$ cat config.mk
export PLATFORM = sky130hd
export DESIGN_NAME = timer16
export DESIGN_NICKNAME = d
export VERILOG_FILES = /design/src/design/timer16_pkg.sv /design/src/design/timer16.sv
export SDC_FILE = /design/constraint.sdc
export NUM_CORES = 1
export LEC_CHECK = 0
export BUFFER_PORTS_ARGS = -buffer_cell sky130_fd_sc_hd__buf_2
export CAP_MARGIN = 30
export CORE_AREA = 2 2 78 88
export CTS_CLUSTER_DIAMETER = 100
export DETAILED_ROUTE_END_ITERATION = 10
export DIE_AREA = 0 0 80 90
export PLACE_DENSITY = 0.58
export SYNTH_ARGS = -nofsm -noshare
export SYNTH_HDL_FRONTEND = slang
export SYNTH_SLANG_ARGS = --single-unit
$ cat constraint.sdc
create_clock -name core_clk_i -period 2.6 [get_ports core_clk_i]
set_input_delay 0.52 -clock core_clk_i [delete_from_list [all_inputs] [get_ports core_clk_i]]
set_output_delay 0.52 -clock core_clk_i [all_outputs]
set_load 0.02 [all_outputs]
$ cat src/design/timer16_pkg.sv
// Purpose: Constants for the sixteen-bit timer/counter.
// Assumes: One core clock, byte-wide register strobes from the core.
// Notes:   Control bits arrive as plain ports; there is no register bus.
//
// How it works
// - Timer clock is divided by 1, 2, 4 or 8 per prescale select.
// - Prescaler is hidden from software; a count byte write clears it, except a high-byte write in wide access mode.
// - Unsynchronised mode counts the external clock without the synchroniser.
// - External asynchronous source keeps counting in sleep; overflow wakes.
// - Mode switches may lose or add one increment.
// - Byte reads return a valid count while the external clock runs.
// - Wide access routes high-byte accesses through a high-byte buffer.
// - Wide access: low read snapshots high byte; high read returns it.
// - Wide access: buffer high first, low write loads both bytes.
// - Wide access: high-byte write leaves the prescaler alone.
package timer16_pkg;

    localparam int COUNT_W = 16;
    localparam int BYTE_W  = 8;
    localparam int PSC_W   = 3;

    typedef logic [1:0] prescale_select_t;

    localparam prescale_select_t PSC_DIV1 = 2'h0;
    localparam prescale_select_t PSC_DIV2 = 2'h1;
    localparam prescale_select_t PSC_DIV4 = 2'h2;
    localparam prescale_select_t PSC_DIV8 = 2'h3;

    localparam logic [PSC_W-1:0]   PSC_LAST_DIV1 = 3'h0;
    localparam logic [PSC_W-1:0]   PSC_LAST_DIV2 = 3'h1;
    localparam logic [PSC_W-1:0]   PSC_LAST_DIV4 = 3'h3;
    localparam logic [PSC_W-1:0]   PSC_LAST_DIV8 = 3'h7;

    localparam logic [PSC_W-1:0]   PSC_RESET   = 3'h0;
    localparam logic [COUNT_W-1:0] COUNT_RESET = 16'h0000;
    localparam logic [COUNT_W-1:0] COUNT_MAX   = 16'hFFFF;
    localparam logic [BYTE_W-1:0]  BYTE_RESET  = 8'h00;

endpackage : timer16_pkg

$ cat src/design/timer16.sv
// Purpose: Sixteen-bit timer/counter with prescaler and wide access mode.
// Assumes: All inputs synchronous to core_clk_i except ext_clk_i in
//          unsynchronised mode; core strobes are one cycle wide.
// Notes:   Read data appears one cycle after a read strobe.
`timescale 1ns/10ps
module timer16 (
    input  wire logic                          core_clk_i,
    input  wire logic                          rst_n_i,
    input  wire logic                          timer_on_i,
    input  wire timer16_pkg::prescale_select_t prescale_select_i,
    input  wire logic                          async_mode_i,
    input  wire logic                          ext_source_i,
    input  wire logic                          ext_clk_i,
    input  wire logic                          wide_access_enable_i,
    input  wire logic                          sleep_i,
    input  wire logic                          wr_low_i,
    input  wire logic                          wr_high_i,
    input  wire logic                          rd_low_i,
    input  wire logic                          rd_high_i,
    input  wire logic [7:0]                    wdata_i,
    input  wire logic                          ovf_clear_i,
    output logic      [7:0]                    rdata_o,
    output logic                               ovf_flag_o,
    output logic                               wake_o
);
    import timer16_pkg::*;

    logic [COUNT_W-1:0] count_reg;
    logic [BYTE_W-1:0]  hbuf_reg;
    logic [PSC_W-1:0]   psc_reg;
    logic [BYTE_W-1:0]  rdata_reg;
    logic               ovf_reg;
    logic               wake_reg;
    logic               sync1_reg;
    logic               sync2_reg;
    logic               sync3_reg;
    logic               raw_prev_reg;
    logic               sync_edge;
    logic               raw_edge;
    logic               free_run;
    logic               run_ok;
    logic               src_tick;
    logic               inc;
    logic               psc_clear;
    logic               count_write;
    logic               wrap;

    function automatic logic [PSC_W-1:0] psc_last(
        input prescale_select_t sel
    );
        case (sel)
            PSC_DIV1: psc_last = PSC_LAST_DIV1;
            PSC_DIV2: psc_last = PSC_LAST_DIV2;
            PSC_DIV4: psc_last = PSC_LAST_DIV4;
            default:  psc_last = PSC_LAST_DIV8;
        endcase
    endfunction : psc_last

    // Synchronised path: three stages so the edge detector never looks at
    // the first flop, which may be metastable.
    always_ff @(posedge core_clk_i) begin
        if (!rst_n_i) begin
            sync1_reg <= 1'b0;
            sync2_reg <= 1'b0;
            sync3_reg <= 1'b0;
        end else begin
            sync1_reg <= ext_clk_i;
            sync2_reg <= sync1_reg;
            sync3_reg <= sync2_reg;
        end
    end

    // Unsynchronised path: the raw pin feeds the edge detector directly.
    always_ff @(posedge core_clk_i) begin
        if (!rst_n_i) begin
            raw_prev_reg <= 1'b0;
        end else begin
            raw_prev_reg <= ext_clk_i;
        end
    end

    assign sync_edge = sync2_reg & ~sync3_reg;
    assign raw_edge  = ext_clk_i & ~raw_prev_reg;
    // The two paths differ in latency, so a mode switch can drop or repeat
    // one edge; this is accepted rather than adding merge logic.
    assign free_run  = ext_source_i & async_mode_i;

    // Only an external unsynchronised source keeps running in sleep.
    assign run_ok   = timer_on_i & (~sleep_i | free_run);
    always_comb begin
        if (!ext_source_i) begin
            src_tick = run_ok;
        end else if (async_mode_i) begin
            src_tick = run_ok & raw_edge;
        end else begin
            src_tick = run_ok & sync_edge;
        end
    end

    // Compare with >= so that a smaller select, taken while the prescaler
    // sits above its new end value, does not stall until the counter wraps.
    assign inc = src_tick & (psc_reg >= psc_last(prescale_select_i));

    // A high-byte write clears the prescaler only outside wide mode.
    assign psc_clear = wr_low_i
                     | (wr_high_i & ~wide_access_enable_i);

    always_ff @(posedge core_clk_i) begin
        if (!rst_n_i) begin
            psc_reg <= PSC_RESET;
        end else if (psc_clear) begin
            psc_reg <= PSC_RESET;
        end else if (inc) begin
            psc_reg <= PSC_RESET;
        end else if (src_tick) begin
            psc_reg <= psc_reg + 3'h1;
        end
    end

    assign count_write = wr_low_i | (wr_high_i & ~wide_access_enable_i);
    assign wrap        = inc & ~count_write & (count_reg == COUNT_MAX);

    // A write wins over a coincident increment; firmware is expected to
    // stop the timer first, so the collision only matters when it does not.
    always_ff @(posedge core_clk_i) begin
        if (!rst_n_i) begin
            count_reg <= COUNT_RESET;
        end else if (wr_low_i && wide_access_enable_i) begin
            count_reg <= {hbuf_reg, wdata_i};
        end else if (count_write) begin
            if (wr_low_i) begin
                count_reg[7:0] <= wdata_i;
            end
            if (wr_high_i) begin
                count_reg[15:8] <= wdata_i;
            end
        end else if (inc) begin
            count_reg <= count_reg + 16'h0001;
        end
    end

    always_ff @(posedge core_clk_i) begin
        if (!rst_n_i) begin
            hbuf_reg <= BYTE_RESET;
        end else if (wide_access_enable_i && wr_high_i) begin
            hbuf_reg <= wdata_i;
        end else if (wide_access_enable_i && rd_low_i) begin
            hbuf_reg <= count_reg[15:8];
        end
    end

    // Reads come from the live count held in the core domain, so a value
    // read while the external clock runs is always a settled one.
    always_ff @(posedge core_clk_i) begin
        if (!rst_n_i) begin
            rdata_reg <= BYTE_RESET;
        end else if (rd_low_i) begin
            rdata_reg <= count_reg[7:0];
        end else if (rd_high_i) begin
            rdata_reg <= wide_access_enable_i ? hbuf_reg
                                              : count_reg[15:8];
        end
    end

    always_ff @(posedge core_clk_i) begin
        if (!rst_n_i) begin
            ovf_reg <= 1'b0;
        end else if (wrap) begin
            ovf_reg <= 1'b1;
        end else if (ovf_clear_i) begin
            ovf_reg <= 1'b0;
        end
    end

    always_ff @(posedge core_clk_i) begin
        if (!rst_n_i) begin
            wake_reg <= 1'b0;
        end else begin
            wake_reg <= wrap & sleep_i;
        end
    end

    assign rdata_o    = rdata_reg;
    assign ovf_flag_o = ovf_reg;
    assign wake_o     = wake_reg;
endmodule : timer16

==> flow_metrics.py <==
metrics = {
    "run_status": {
        "status": "complete, no violations",
    },
    "layout": {
        "fin_area_um2": 2760,
        "drive_gt1_frac": 0.189,
        "antennaDiodeCount": 0,
        "areaGrowthSynthToFinish_pct": 12.3,
        "largest_reg_flops": 16,
        "fill_cells": 671,
        "nets": 345,
    },
    "sta": {
        "fmaxAchievable_ghz": 0.466,
        "fin_crit_sh": 0.825,
        "setup_viol": 0,
        "worst_pin_slew_ns": 0.513,
        "setup-tns-final_ns": 0,
        "hold_viol": 0,
        "rsz0062_at_grt": "no",
        "slew_headroom": 0.658,
        "slew_viol_final": 0,
        "timing.final.crit_period_ns": 2.14,
        "skew_ns": 0.00521,
    },
    "power_and_ir_drop": {
        "p_sw_frac": 0.294,
        "power.density_nw_per_um2": 506,
        "pwr-share-comb": 0.178,
        "cell_internal_pwr_w": 0.000987,
        "seqPwrFrac": 0.491,
        "ir_worst_vdd_mv": 0.261,
        "clockPowerShare": 0.331,
        "switchingPower_w": 0.000411,
        "leakage_nw": 1.13,
    },
    "setup_path": {
        "crit_family": "simple AND/OR/NAND/NOR gates",
        "r2r-start": "psc_reg[0]",
        "path_cells": "buf_2 > or2_2 > ha_1 > nand2b_1 > a31oi_4 > buf_4 > nor3_4 > a311oi_1 > o21a_1",
        "worstPathMaxFanout": 12,
        "r2r-end": "count_reg[10]",
        "r2r_slack_ns": 0.64,
        "reg2reg_depth": 7,
        "cp_slowest_cell": "nor3_4",
        "cp.arrival_ns": 2.34,
        "startpoint_type": "input pin",
        "critPathBufInv": 2,
        "crit_required_ns": 2.80,
        "cp-end-kind": "register",
        "critical_path_class": "input pin to register",
        "critPathMaxStageDelay_ns": 0.38,
    },
    "global_routing": {
        "gr-total-overflow": 0,
        "grtUsageTotal": 0.191,
        "gr-usage-met2": 0.281,
        "met3_usage": 0.0392,
        "antenna_found_initial": 0,
        "grt.busiest_layer": "met2",
        "grt_pass1_vias": 2104,
        "grt_max_degree": 27,
        "met1_usage": 0.269,
        "grt_pass1_wl_um": 11000,
    },
    "synthesis": {
        "synth_nets": 320,
        "synthArstFlopShare": 0,
        "yosys_warnings": 0,
        "synth.distinct_cells": 65,
        "synthFlopType": "dfxtp_1",
        "synth.cell_area_um2": 2460,
        "netlist.area_leader.share": 0.326,
        "syn-mean-instance-area_um2": 8.42,
        "syn_inst": 292,
        "synth.area.top_cells": "dfxtp_1 33%, a21oi_1 4.1%, mux2i_1 4.1%",
        "ys_seq_area_frac": 0.326,
        "yosys-top-cells-count": "40 x dfxtp_1, 24 x nand2_1, 21 x nor2_1, 20 x a21oi_1, 20 x nand3_1",
        "synth_seq_cells": 40,
        "post-synth-top-area-cell": "dfxtp_1",
        "synth_edf_count": 0,
        "synth_most_common_cell": "dfxtp_1",
    },
    "cts": {
        "cts_resized": 0,
        "tritoncts": "yes",
        "cts_max_level": 2,
        "root_buffer": "clkbuf_8",
        "cts_buffers": 5,
        "insertion_delay_ns": 0.30,
        "cts_hold_buf": 0,
        "cts_sinks": 40,
        "post_cts_buffers": 0,
        "clk_path_buf_depth": 2,
        "clk_pin_slew_ns": 0.08,
    },
    "floorplan": {
        "num_io_pins": 33,
        "die_x_um": 80,
        "die-area_um2": 7200,
        "rows": 31,
        "coreArea_um2": 6360,
        "initial_utilization": 0.386,
        "die_height_um": 90,
    },
    "routing": {
        "first_iter_violations": 154,
        "antenna_left": 0,
        "vias": 2287,
        "wirelength_um": 6440,
        "dr.pass1.iters": 4,
        "routedWlPerCell_um": 16.1,
        "drc": 0,
        "viasPerCell": 5.73,
    },
    "worst_hold_path": {
        "min_to": "raw_prev_reg",
        "hp-start": "ext_clk_i",
        "hold_depth": 2,
        "hold_class": "input pin to register",
    },
    "placement": {
        "dp_hpwl_um": 4820,
        "place_area_um2": 2660,
        "io_buffers": 32,
        "gp_congestion": 0.828,
    },
    "run": {
        "maxCapViolCount": 0,
    },
}
==> cell type report <==
type | count | area, um2 | area share
multi-input cells | 224 | 1520 | 0.551
flip-flops and latches | 40 | 801 | 0.290
repair buffers | 39 | 213 | 0.0771
well taps | 82 | 103 | 0.0372
clock buffers | 7 | 96.3 | 0.0349
inverters | 7 | 26.3 | 0.00952
==> metrics by stage <==
stage          total power [W]  setup slack, ns  hold WS [ns]  utilization  instances
5_1_grt                0.00147            0.323         0.424        0.434        399
2_1_floorplan         0.000869            0.352         0.421            -        292
3_3_place_gp          0.000945            0.165         0.442        0.419        392
3_5_place_dp          0.000948            0.147         0.440        0.419        392
6_report               0.00140            0.456         0.434        0.434        399
4_1_cts                0.00141            0.469         0.425        0.434        399
==> power groups by stage <==
stage / clock network (W) / registers, W / logic, W
after floorplan: 0 / 0.000696 / 0.000174
after global placement: 0 / 0.000700 / 0.000246
after detailed placement: 0 / 0.000699 / 0.000249
after CTS: 0.000479 / 0.000685 / 0.000250
after global routing: 0.000497 / 0.000692 / 0.000277
final: 0.000462 / 0.000686 / 0.000249
==> worst max path at each step <==
stage                              start            end  slack [ns]  depth (start not counted)
finish              prescale_select_i[1]   count_reg[5]        0.46                          9
global route        prescale_select_i[1]   count_reg[3]        0.32                          9
CTS                 prescale_select_i[1]   count_reg[5]        0.47                          9
detailed placement  prescale_select_i[1]   count_reg[5]        0.15                          9
global placement    prescale_select_i[1]   count_reg[5]        0.17                          9
floorplan           prescale_select_i[1]  count_reg[15]        0.35                          8
==> layout by cell type (no fill, tap or decap), drive strengths merged, types with 4 or more instances in the layout <==
cell,n
a21oi,20
buf,39
clkbuf,7
nand2b,4
dfxtp,40
nand2,24
a211oi,9
mux2i,10
nand3,21
nor2,21
and2,7
o31ai,4
inv,7
nor2b,13
o21ai,12
a21boi,4
nand3b,5
o21a,5
ha,5
o211a,8
==> cell families after synthesis <==
| kind of cell | after synthesis | synth area share |
|---|---|---|
| xor gates and xnor gates | 1 | 0.00356 |
| muxes | 11 | 0.0453 |
| adders and majority gates | 5 | 0.0255 |
| and+or+nand+nor | 114 | 0.263 |
| buffers and inverters | 28 | 0.0550 |
| AOI/OAI and AO/OA | 93 | 0.282 |
| DFF | 40 | 0.326 |
==> layer usage <==
metal | vias up | share of wire
li1 | 1131 | -
met1 | 1063 | 0.46
met2 | 77 | 0.45
met3 | 16 | 0.066
met4 | 0 | 0.028
met5 | - | 0
No activity file was read; power rests on OpenSTA's default activity.
